<file path="src/brsl_pkg.sv">
// brsl_pkg: register offsets, field positions, reset values and cycle codes
// for the boot-rom sector lock block.
// assumes config offsets arrive as byte addresses of aligned dwords.
package brsl_pkg;
	// config space offsets of the lock registers
	localparam logic [7:0] BRSL_OFS_LOCK_LO = 8'h80;
	localparam logic [7:0] BRSL_OFS_LOCK_HI = 8'h84;
	localparam logic [7:0] BRSL_OFS_LOCK_SM = 8'h88;
	localparam logic [7:0] BRSL_OFS_CTRL = 8'h8C;
	// reset values
	localparam logic [31:0] BRSL_LOCK_RST = 32'h0000_0000;
	localparam logic [4:0] BRSL_CTRL_RST = 5'h00;
	// nibble field positions
	localparam int BRSL_BIT_READ_BLOCK = 0;
	localparam int BRSL_BIT_WRITE_BLOCK = 1;
	localparam int BRSL_BIT_SMM_ONLY = 2;
	localparam int BRSL_BIT_FREEZE = 3;
	// control register: guard bit above the rest-of-rom nibble
	localparam int BRSL_BIT_REGS_GUARD = 4;
	// set-only bits in every nibble of a 32-bit lock register
	localparam logic [31:0] BRSL_STICKY_MASK = 32'hCCCC_CCCC;
	// special cycle data that moves the system management mode flag
	localparam logic [31:0] BRSL_SPC_SMM_ENTER = 32'h0005_0002;
	localparam logic [31:0] BRSL_SPC_SMM_EXIT = 32'h0006_0002;
	// address windows
	localparam logic [11:0] BRSL_TOP_MB_PREFIX = 12'hFFF;
	localparam logic [15:0] BRSL_SMALL_PREFIX = 16'hFFBF;
	localparam logic [31:0] BRSL_REST_LO = 32'hFFC0_0000;
	localparam logic [31:0] BRSL_REST_HI = 32'hFFEF_FFFF;
	localparam logic [11:0] BRSL_LOW_MB_PREFIX = 12'h000;
	localparam logic [1:0] BRSL_LEGACY_BIOS_SEL = 2'h3;
endpackage

</file>
<file path="src/brsl_sector_lock.sv">
// brsl_sector_lock: lock nibbles for the boot rom at the top of the 4 GB map,
// the smm flag fed by pci special cycles, and the per-access block decision.
// assumes the pci target decode presents config dword accesses and memory
// cycles as one-cycle requests, synchronous to the pci clock.
module brsl_sector_lock
	import brsl_pkg::*;
(
	input wire logic core_clk_in,
	input wire logic rst_b_in,
	input wire logic clk_en_in,
	input wire logic cfg_wr_in,
	input wire logic cfg_rd_in,
	input wire logic [7:0] cfg_addr_in,
	input wire logic [3:0] cfg_be_in,
	input wire logic [31:0] cfg_wdata_in,
	input wire logic spc_valid_in,
	input wire logic [31:0] spc_data_in,
	input wire logic mem_req_in,
	input wire logic mem_write_in,
	input wire logic [31:0] mem_addr_in,
	input wire logic bios_space_in,
	input wire logic rom_write_enable_in,
	output logic [31:0] cfg_rdata_out,
	output logic mem_fwd_out,
	output logic mem_block_out,
	output logic smm_active_out,
	output logic decode_cfg_wr_ok_out
);

	logic [31:0] lock_lo_r, lock_lo_nxt;
	logic [31:0] lock_hi_r, lock_hi_nxt;
	logic [31:0] lock_sm_r, lock_sm_nxt;
	logic [4:0] ctrl_r, ctrl_nxt;
	logic smm_r, smm_nxt;
	logic [31:0] rdata_r, rdata_nxt;
	logic fwd_r, fwd_nxt;
	logic blk_r, blk_nxt;
	logic dec_ok_r, dec_ok_nxt;
	logic [31:0] eff_addr;
	logic [3:0] sel_nib;
	logic hit;
	logic regs_wr_ok;

	// one nibble write: bits 3:2 only ever set, bits 1:0 guarded by them
	function automatic logic [3:0] brsl_nib_upd(input logic [3:0] old, input logic [3:0] wd, input logic smm);
		logic edit_ok;
		edit_ok = !old[BRSL_BIT_FREEZE] && (!old[BRSL_BIT_SMM_ONLY] || smm);
		brsl_nib_upd[3:2] = old[3:2] | wd[3:2];
		brsl_nib_upd[1:0] = edit_ok ? wd[1:0] : old[1:0];
	endfunction

	// eight nibble updates on one dword, lane by lane
	function automatic logic [31:0] brsl_reg_upd(input logic [31:0] old, input logic [31:0] wd,
		input logic [3:0] be, input logic smm);
		logic [31:0] res;
		res = old;
		for (int i = 0; i < 8; i++)
		begin
			if (be[i / 2])
			begin
				res[i * 4 +: 4] = brsl_nib_upd(old[i * 4 +: 4], wd[i * 4 +: 4], smm);
			end
		end
		brsl_reg_upd = res;
	endfunction

	// address lookup: remap legacy window, then pick the guarding nibble
	always_comb
	begin
		eff_addr = mem_addr_in;
		sel_nib = 4'h0;
		hit = 1'b0;
		// legacy bios window shadows the top 256 KB of the top megabyte, so locks follow the alias
		if (mem_addr_in[31:20] == BRSL_LOW_MB_PREFIX && mem_addr_in[19:18] == BRSL_LEGACY_BIOS_SEL)
		begin
			eff_addr = {BRSL_TOP_MB_PREFIX, mem_addr_in[19:0]};
		end
		if (eff_addr[31:20] == BRSL_TOP_MB_PREFIX)
		begin
			hit = 1'b1;
			sel_nib = eff_addr[19] ? lock_hi_r[eff_addr[18:16] * 4 +: 4] : lock_lo_r[eff_addr[18:16] * 4 +: 4];
		end
		else if (eff_addr[31:16] == BRSL_SMALL_PREFIX)
		begin
			hit = 1'b1;
			sel_nib = lock_sm_r[eff_addr[15:13] * 4 +: 4];
		end
		else if (eff_addr >= BRSL_REST_LO && eff_addr <= BRSL_REST_HI)
		begin
			hit = 1'b1;
			sel_nib = ctrl_r[3:0];
		end
	end

	// lock register writes, reads and the smm flag
	always_comb
	begin
		lock_lo_nxt = lock_lo_r;
		lock_hi_nxt = lock_hi_r;
		lock_sm_nxt = lock_sm_r;
		ctrl_nxt = ctrl_r;
		smm_nxt = smm_r;
		rdata_nxt = rdata_r;
		regs_wr_ok = !ctrl_r[BRSL_BIT_REGS_GUARD] || smm_r;
		dec_ok_nxt = regs_wr_ok;
		if (cfg_wr_in && regs_wr_ok)
		begin
			case (cfg_addr_in)
				BRSL_OFS_LOCK_LO: lock_lo_nxt = brsl_reg_upd(lock_lo_r, cfg_wdata_in, cfg_be_in, smm_r);
				BRSL_OFS_LOCK_HI: lock_hi_nxt = brsl_reg_upd(lock_hi_r, cfg_wdata_in, cfg_be_in, smm_r);
				BRSL_OFS_LOCK_SM: lock_sm_nxt = brsl_reg_upd(lock_sm_r, cfg_wdata_in, cfg_be_in, smm_r);
				BRSL_OFS_CTRL:
				begin
					if (cfg_be_in[0])
					begin
						ctrl_nxt[3:0] = brsl_nib_upd(ctrl_r[3:0], cfg_wdata_in[3:0], smm_r);
						ctrl_nxt[BRSL_BIT_REGS_GUARD] = ctrl_r[BRSL_BIT_REGS_GUARD] | cfg_wdata_in[4];
					end
				end
				default: ;
			endcase
		end
		if (cfg_rd_in)
		begin
			case (cfg_addr_in)
				BRSL_OFS_LOCK_LO: rdata_nxt = lock_lo_r;
				BRSL_OFS_LOCK_HI: rdata_nxt = lock_hi_r;
				BRSL_OFS_LOCK_SM: rdata_nxt = lock_sm_r;
				BRSL_OFS_CTRL: rdata_nxt = {27'h0, ctrl_r}; // reserved bits read zero
				default: rdata_nxt = 32'h0000_0000;
			endcase
		end
		// any other special cycle data leaves the flag alone
		if (spc_valid_in && spc_data_in == BRSL_SPC_SMM_ENTER)
		begin
			smm_nxt = 1'b1;
		end
		else if (spc_valid_in && spc_data_in == BRSL_SPC_SMM_EXIT)
		begin
			smm_nxt = 1'b0;
		end
	end

	// access decision, one cycle after the request
	always_comb
	begin
		fwd_nxt = 1'b0;
		blk_nxt = 1'b0;
		if (mem_req_in)
		begin
			if (hit && bios_space_in)
			begin
				if (mem_write_in)
				begin
					blk_nxt = sel_nib[BRSL_BIT_WRITE_BLOCK] || !rom_write_enable_in;
				end
				else
				begin
					blk_nxt = sel_nib[BRSL_BIT_READ_BLOCK];
				end
			end
			fwd_nxt = !blk_nxt;
		end
	end

	// state registers; clock enable low freezes everything
	always_ff @(posedge core_clk_in or negedge rst_b_in)
	begin
		if (!rst_b_in)
		begin
			lock_lo_r <= BRSL_LOCK_RST;
			lock_hi_r <= BRSL_LOCK_RST;
			lock_sm_r <= BRSL_LOCK_RST;
			ctrl_r <= BRSL_CTRL_RST;
			smm_r <= 1'b0;
			rdata_r <= 32'h0000_0000;
			fwd_r <= 1'b0;
			blk_r <= 1'b0;
			dec_ok_r <= 1'b1;
		end
		else if (clk_en_in)
		begin
			lock_lo_r <= lock_lo_nxt;
			lock_hi_r <= lock_hi_nxt;
			lock_sm_r <= lock_sm_nxt;
			ctrl_r <= ctrl_nxt;
			smm_r <= smm_nxt;
			rdata_r <= rdata_nxt;
			fwd_r <= fwd_nxt;
			blk_r <= blk_nxt;
			dec_ok_r <= dec_ok_nxt;
		end
	end

	assign cfg_rdata_out = rdata_r;
	assign mem_fwd_out = fwd_r;
	assign mem_block_out = blk_r;
	assign smm_active_out = smm_r;
	assign decode_cfg_wr_ok_out = dec_ok_r;

	// checks on the flag, the decision and the write protection
	smm_enter_a: assert property (@(posedge core_clk_in) disable iff (!rst_b_in)
		clk_en_in && spc_valid_in && spc_data_in == BRSL_SPC_SMM_ENTER |=> smm_active_out)
		else $error("smm flag not set by entry cycle");
	smm_exit_a: assert property (@(posedge core_clk_in) disable iff (!rst_b_in)
		clk_en_in && spc_valid_in && spc_data_in == BRSL_SPC_SMM_EXIT |=> !smm_active_out)
		else $error("smm flag not cleared by exit cycle");
	smm_hold_a: assert property (@(posedge core_clk_in) disable iff (!rst_b_in)
		!(clk_en_in && spc_valid_in && (spc_data_in == BRSL_SPC_SMM_ENTER || spc_data_in == BRSL_SPC_SMM_EXIT))
		|=> $stable(smm_active_out))
		else $error("smm flag moved without a matching cycle");
	read_block_a: assert property (@(posedge core_clk_in) disable iff (!rst_b_in)
		clk_en_in && mem_req_in && !mem_write_in && hit && bios_space_in && sel_nib[0]
		|=> mem_block_out && !mem_fwd_out)
		else $error("locked read was forwarded");
	write_block_a: assert property (@(posedge core_clk_in) disable iff (!rst_b_in)
		clk_en_in && mem_req_in && mem_write_in && hit && bios_space_in && (sel_nib[1] || !rom_write_enable_in)
		|=> mem_block_out && !mem_fwd_out)
		else $error("locked write was forwarded");
	non_bios_a: assert property (@(posedge core_clk_in) disable iff (!rst_b_in)
		clk_en_in && mem_req_in && !bios_space_in |=> mem_fwd_out && !mem_block_out)
		else $error("non-bios access was blocked");
	sticky_bits_a: assert property (@(posedge core_clk_in) disable iff (!rst_b_in)
		1'b1 |=> ((BRSL_STICKY_MASK & $past(lock_lo_r) & ~lock_lo_r) == 32'h0000_0000)
		&& !($past(ctrl_r[BRSL_BIT_REGS_GUARD]) && !ctrl_r[BRSL_BIT_REGS_GUARD]))
		else $error("set-only lock bit cleared");
	freeze_edit_a: assert property (@(posedge core_clk_in) disable iff (!rst_b_in)
		clk_en_in && cfg_wr_in && cfg_addr_in == BRSL_OFS_LOCK_LO && lock_lo_r[BRSL_BIT_FREEZE]
		|=> lock_lo_r[1:0] == $past(lock_lo_r[1:0]))
		else $error("frozen lock bits changed");
	regs_guard_a: assert property (@(posedge core_clk_in) disable iff (!rst_b_in)
		clk_en_in && cfg_wr_in && ctrl_r[BRSL_BIT_REGS_GUARD] && !smm_r
		|=> $stable(lock_hi_r) && $stable(lock_sm_r) && $stable(ctrl_r[3:0]))
		else $error("guarded lock register written outside smm");
	legacy_lock_c: cover property (@(posedge core_clk_in) disable iff (!rst_b_in)
		clk_en_in && mem_req_in && mem_addr_in[31:20] == BRSL_LOW_MB_PREFIX && hit ##1 mem_block_out);
	smm_edit_c: cover property (@(posedge core_clk_in) disable iff (!rst_b_in)
		smm_r && cfg_wr_in && lock_lo_r[BRSL_BIT_SMM_ONLY]);
	small_sector_c: cover property (@(posedge core_clk_in) disable iff (!rst_b_in)
		mem_req_in && eff_addr[31:16] == BRSL_SMALL_PREFIX && bios_space_in);

endmodule // brsl_sector_lock

</file>
<file path="config.mk">
export PLATFORM = sky130hd
export DESIGN_NAME = brsl_sector_lock
export DESIGN_NICKNAME = d
export VERILOG_FILES = /design/src/brsl_pkg.sv /design/src/brsl_sector_lock.sv
export SDC_FILE = /design/constraint.sdc
export NUM_CORES = 1
export LEC_CHECK = 0
export BUFFER_PORTS_ARGS = -buffer_cell sky130_fd_sc_hd__buf_2
export CAP_MARGIN = 10
export CORE_MARGIN = 2
export CORE_UTILIZATION = 40
export DETAILED_ROUTE_END_ITERATION = 10
export GPL_ROUTABILITY_DRIVEN = 0
export PLACE_DENSITY_LB_ADDON = 0.1
export SLEW_MARGIN = 15
export SYNTH_ARGS = -nofsm -noshare
export SYNTH_HDL_FRONTEND = slang
export SYNTH_SLANG_ARGS = --single-unit
</file>
<file path="constraint.sdc">
create_clock -name core_clk_in -period 2.7 [get_ports core_clk_in]
set_input_delay 0.81 -clock core_clk_in [delete_from_list [all_inputs] [get_ports core_clk_in]]
set_output_delay 0.81 -clock core_clk_in [all_outputs]
set_load 0.01 [all_outputs]
</file>
==> flow_summary_export.csv, run 1 <==
group,metric,value,unit
clock_tree,ctsRootBufferMaster,"clkbuf_16",
global_route,grt_max_degree,59,
synth,ys_ff_latch,137,
floorplanning,dieArea,17400,um2
global_route,grt_overflow_total,0,
pwr,intPower,0.00364,W
clock_tree,cts-buffers-inserted,17,
finish,nFillCells,1447,
floorplanning,dieHeight,132,um
pwr,swShare,0.229,
synth,synthFlopType,"dfrtp_1",
finish,multi_input_area,3000,um2
sta,finalSetupViolations,0,
drt,totalWireLength,18.6,mm
pwr,power,0.00472,W
pwr,clkPwrFrac,0.485,
clock_tree,path_clk_slew,0.06,ns
finish,seqCellArea,3430,um2
worst_setup_path,crit_arrival,2.83,ns
worst_setup_path,reg2reg_slack,0.46,ns
drt,via_per_inst,5.47,
global_route,first_global_vias,5508,
synth,yosysSeqAreaShare,0.525,
pwr,p_leak,4.56,nW
finish,nets,847,
sta,drv_slew,0,
sta,hold_viol,0,
global_route,grt_pass1_wl,30.1,mm
finish,layout-drive-gt1-share,0.411,
worst_setup_path,end_kind,"flip-flop",
synth,syn_area,6540,um2
sta,fmax,406,MHz
floorplanning,num_rows,46,
hold_path,min_path_type,"in2async",
synth,synth_warnings,0,
floorplanning,core,15900,um2
clock_tree,cts_resized,0,
sta,holdWs,0.356,ns
clock_tree,cts_num_sinks,137,
place,io_buffers,140,
sta,fin_skew,0.0145,ns
pwr,p_switching,0.00108,W
worst_setup_path,rr_endpoint,"mem_block_out",
global_route,antenna_found_initial,1,
drt,drc_errors,0,
clock_tree,h-tree-depth,4,
synth,synth_cells,549,
clock_tree,ctsHoldBuffers,0,
pwr,p_seq_frac,0.444,
global_route,grt.busiest_layer,"met2",
drt,vias,5242,
drt,ant_nets,0,
sta,worst_pin_slew,0.585,ns
finish,area_growth_syn_to_layout,28.6,%
sta,fin_crit_sh,0.912,
worst_setup_path,start_kind,"primary input",
clock_tree,clock_latency,0.43,ns
floorplanning,chipWidth,132,um
synth,ys_types,44,
floorplanning,start_util,0.410,
worst_setup_path,reg2reg_from,"lock_hi_r[24]",
drt,wl_per_cell,19.4,um
global_route,grtUsageTotal,0.224,
synth,synthArstFlopShare,1.00,
worst_setup_path,path_max_fanout,4,
synth,yosysTopAreaCell,"dfrtp_1",
pwr,vdd_drop_max,0.000424,V
global_route,globalRouteMet3Util,0.0607,
synth,synth_edf_count,0,
global_route,grt.met2_usage,0.371,
worst_setup_path,crit_required,3.07,ns
sta,rsz0062_at_grt,"false",
sta,period_needed,2.46,ns
worst_setup_path,reg2reg_depth,6,
drt,drt-pass1-iter-count,4,
synth,syn_nets,667,
synth,avgSynthCellArea,11.9,um2
pwr,combPwrFrac,0.070,
floorplanning,ios,154,
place,post-dp-hpwl,13.7,mm
drt,dr.first_iter.drc_count,321,
global_route,grtUsageMet1,0.288,
pwr,power_density,562,nW/um2
worst_setup_path,worstSetupPathType,"in2reg",
status,status,"completed",
clock_tree,post_cts_buffers,0,
job,cap_violations,0,
synth,synthTopCellsByArea,"dfrtp_1, mux2_2, mux2i_1",
synth,synth.top_cell.area_share,0.521,
clock_tree,clk_path_buf_depth,2,
clock_tree,cts_tree,"yes",
sta,max_slew_margin,0.609,
==> critical path: stages <==
cell	delay (ns)
buf_2	0.16
buf_4	0.14
and3b_1	0.22
and4_1	0.20
o21ai_0	0.12
buf_4	0.16
a2111oi_1	0.53
buf_4	0.21
a41o_1	0.12
a31o_1	0.15
==> how the worst max path moves through the flow <==
stage | endpoint | start | slack, ns
finish | mem_block_out | mem_addr_in[19] | 0.24
global placement | mem_block_out | mem_addr_in[19] | -0.36
CTS | mem_block_out | mem_addr_in[19] | 0.18
global route | mem_block_out | mem_addr_in[21] | 0.11
detailed placement | mem_block_out | mem_addr_in[19] | -0.24
floorplan | ctrl_r[0] | cfg_addr_in[5] | 0.17
==> power groups by stage <==
| stage | Sequential (W) | Combinational [W] | Clock (W) |
|---|---|---|---|
| 2_1_floorplan | 0.00213 | 0.000126 | 0 |
| 3_3_place_gp | 0.00213 | 0.000326 | 0 |
| 3_5_place_dp | 0.00213 | 0.000333 | 0 |
| 4_1_cts | 0.00210 | 0.000334 | 0.00234 |
| 5_1_grt | 0.00210 | 0.000362 | 0.00244 |
| 6_report | 0.00210 | 0.000332 | 0.00229 |
==> flip-flops by register name, indices dropped and copies added, names as in the netlist <==
name,flops
decode_cfg_wr_ok_out,1
lock_lo_r,32
cfg_rdata_out,32
mem_fwd_out,1
lock_sm_r,32
mem_block_out,1
lock_hi_r,32
ctrl_r,5
smm_active_out,1
==> metal layers <==
metal / wire, um / part of all wire
met1: 8310 / 0.45
met4: 350 / 0.019
met2: 8920 / 0.48
met3: 1040 / 0.056
met5: 0 / 0
==> layout by cell type, fill, tap and decap left out, drive strengths merged, types with 2 or more instances in the layout <==
cell type,instances
mux2,52
nand4,3
buf,185
dfrtp,136
nand3,6
nor3,4
nand2,67
clkinvlp,4
nor2b,6
nor2,19
mux2i,40
a31oi,4
o22ai,4
o21ai,28
a21o,51
clkbuf,20
nor4,10
a22o,32
mux4,10
nor4b,2
nand3b,4
a21oi,27
a22oi,2
clkinv,6
inv,4
a2111oi,3
bufinv,2
==> area by class of cell <==
cell class,instances,share of cell area
antenna,1,0.000298
sequential,137,0.408
timing repair buffer,185,0.130
multi-input combinational,384,0.357
tap,216,0.0322
inverter,4,0.00179
clock inverter,12,0.0147
clock buffer,20,0.0555
==> Yosys cell counts (4+ instances only) <==
cell type  count
dfrtp_1      136
nand2_1       59
a21o_1        51
mux2_2        51
mux2i_1       40
a22o_1        32
o21ai_0       28
a21oi_1       27
clkbuf_1      12
mux4_2        10
nor4_1        10
buf_2          9
nor2_4         8
nor2_1         7
nand2_2        6
nand3_1        6
nor2b_1        6
a31oi_1        4
nor2_2         4
o22ai_1        4
==> cells by family (layout without fill, tap and decap cells) <==
logic type / Yosys count / in the layout / share of synthesized area
buf+inv: 28 / 221 / 0.0178
simple gates: 127 / 127 / 0.109
flops: 137 / 137 / 0.525
compound gates: 155 / 155 / 0.163
other cells: 0 / 1 / 0
mux: 102 / 102 / 0.185
==> metrics by stage <==
stage	setup slack, ns	setup TNS [ns]	instance area (um2)	cells	utilization
after floorplan	0.166	0	6540	549	-
after global placement	-0.359	-0.708	7810	926	0.490
after detailed placement	-0.237	-0.463	7810	926	0.490
after CTS	0.184	0	8400	958	0.527
after global routing	0.112	0	8400	958	0.527
final	0.238	0	8400	959	0.527
No activity file was read; power rests on OpenSTA's default activity.
==> run 2: changes to the inputs <==
==> constraint.sdc (replaced) <==
create_clock -name core_clk_in -period 2.9 [get_ports core_clk_in]
set_input_delay 0.87 -clock core_clk_in [delete_from_list [all_inputs] [get_ports core_clk_in]]
set_output_delay 0.87 -clock core_clk_in [all_outputs]
set_load 0.01 [all_outputs]
==> run 2 against run 1 <==
  * Sequential share of layout area is 0.51 points higher
  * Final cell count is 1.5% lower
  * Clock power is 6% lower
  * Count of clock-buffer cells in the layout is 3 lower
  * Via count is 2.4% lower
  * Wire length is 0.77% lower
  * Critical path depth is 1 lower
  * Largest cell class unchanged
  * Worst setup slack worse by 0.081 ns
  * Core utilization is 0.65 points lower
==> flow_summary_export.csv, run 2 (same netlist as run 1, synthesis figures left out) <==
group,metric,value,unit
worst_setup_path,crit_buf_inv,3,
finish,final_cell_mix,"buf_2, dfrtp_1, nand2_1",
global_route,antenna_found_initial,1,
clock_tree,ctsRootBufferMaster,"clkbuf_16",
worst_setup_path,max_stage_delay,0.75,ns
global_route,grt_max_degree,59,
floorplanning,ios,154,
worst_setup_path,crit_arrival,3.10,ns
status,status,"completed",
finish,fin_util,0.521,
place,dpl.cell_count,912,
finish,multi_input_area,3000,um2
finish,layoutNonFillerInstCount,945,
floorplanning,num_rows,46,
finish,seqCellArea,3430,um2
hold_path,min_path_type,"in2async",
pwr,intPower,0.00334,W
pwr,combPwrFrac,0.068,
worst_setup_path,crit_required,3.26,ns
sta,max_slew_margin,0.450,
drt,totalWireLength,18.5,mm
sta,drv_slew,0,
global_route,first_global_vias,5352,
pwr,p_seq_frac,0.443,
drt,drc_errors,0,
global_route,grt_overflow_total,0,
place,post-dp-hpwl,13.5,mm
finish,area_growth_syn_to_layout,27.0,%
global_route,grt_pass1_wl,29.4,mm
finish,nFillCells,1457,
worst_setup_path,crit_chain,"buf_2 -> buf_4 -> and3b_1 -> and4_1 -> o21ai_0 -> a2111oi_0 -> buf_4 -> a41o_1 -> a31o_1",
place,post_dp_cell_area,7700,um2
pwr,swShare,0.243,
worst_setup_path,end_kind,"flip-flop",
clock_tree,clock_latency,0.42,ns
floorplanning,chipWidth,132,um
sta,period_needed,2.74,ns
finish,nets,833,
sta,finalSetupViolations,0,
pwr,p_switching,0.00107,W
pwr,p_leak,4.49,nW
clock_tree,ctsHoldBuffers,0,
clock_tree,cts_resized,0,
clock_tree,post_cts_buffers,0,
sta,worst_pin_slew,0.804,ns
finish,design_area,8300,um2
clock_tree,cts_tree,"yes",
sta,fin_crit_sh,0.946,
sta,fin_skew,0.00709,ns
clock_tree,path_clk_slew,0.06,ns
drt,dr.first_iter.drc_count,285,
job,cap_violations,0,
worst_setup_path,slowest_stage,"a2111oi_0",
drt,wl_per_cell,19.6,um
pwr,power_density,531,nW/um2
worst_setup_path,path_delay_family,"compound AO/OA/AOI/OAI gates",
floorplanning,dieArea,17400,um2
pwr,clkPwrFrac,0.489,
pwr,vdd_drop_max,0.000403,V
global_route,grtUsageTotal,0.220,
clock_tree,cts-buffers-inserted,17,
finish,layout_commonest_cell,"buf_2",
drt,via_per_inst,5.41,
clock_tree,clk_path_buf_depth,2,
floorplanning,start_util,0.410,
sta,hold_viol,0,
drt,drt-pass1-iter-count,4,
sta,fmax,365,MHz
floorplanning,core,15900,um2
sta,holdWs,0.413,ns
worst_setup_path,path_max_fanout,6,
clock_tree,h-tree-depth,4,
worst_setup_path,start_kind,"primary input",
clock_tree,cts_num_sinks,137,
sta,rsz0062_at_grt,"false",
drt,ant_nets,0,
worst_setup_path,critPathMostFrequentCell,"buf_4",
floorplanning,dieHeight,132,um
worst_setup_path,worstSetupPathType,"in2reg",
place,io_buffers,140,
drt,vias,5117,
finish,layout-drive-gt1-share,0.400,
## run 2: final cells by class
| type | instances | area share |
|---|---|---|
| timing repair buffer | 171 | 0.119 |
| clock inverter | 15 | 0.0202 |
| multi-input combinational | 384 | 0.361 |
| inverter | 4 | 0.00181 |
| sequential | 137 | 0.413 |
| antenna | 1 | 0.000301 |
| tap | 216 | 0.0326 |
| clock buffer | 17 | 0.0513 |
## run 2: routing by layer
metal | global-route usage | vias to the layer above | part of all wire | wire [um]
li1 | - | 2376 | - | -
met4 | 0.0761 | 0 | 0.017 | 313
met5 | 0 | - | 0 | 0
met1 | 0.286 | 2533 | 0.44 | 8050
met2 | 0.360 | 185 | 0.48 | 8800
met3 | 0.0531 | 23 | 0.071 | 1310
## run 2: worst reg2reg max path: stages (launching register included)
cell	delay, ns
dfrtp_1	0.42
mux4_2	0.48
a2111oi_0	0.50
a2111oi_0	0.22
buf_4	0.18
a41o_1	0.22
a31o_1	0.21
## run 2: worst paths after layout
path,from,endpoint,slack (ns),cells after the start
max reg2reg,lock_hi_r[24],mem_block_out,0.56,6
max,mem_addr_in[19],mem_block_out,0.16,9
min reg2reg,lock_sm_r[22],lock_sm_r[22],0.48,1
min,rst_b_in,cfg_rdata_out[6],0.41,1
min in group core_clk_in,lock_sm_r[22],lock_sm_r[22],0.48,1
max in group asynchronous,rst_b_in,decode_cfg_wr_ok_out,1.77,2
## run 2: per-stage QoR
stage	power [W]	worst slack, ns	TNS, ns
finish	0.00441	0.157	0
global route	0.00457	0.168	0
CTS	0.00447	0.294	0
detailed placement	0.00229	-0.149	-0.288
global placement	0.00228	-0.175	-0.339
floorplan	0.00210	0.306	0
## run 2: power groups by stage
stage	Clock [W]	Sequential, W	Combinational [W]
floorplan	0	0.00198	0.000117
global placement	0	0.00199	0.000298
detailed placement	0	0.00199	0.000304
CTS	0.00221	0.00195	0.000305
global route	0.00229	0.00195	0.000329
finish	0.00216	0.00195	0.000301
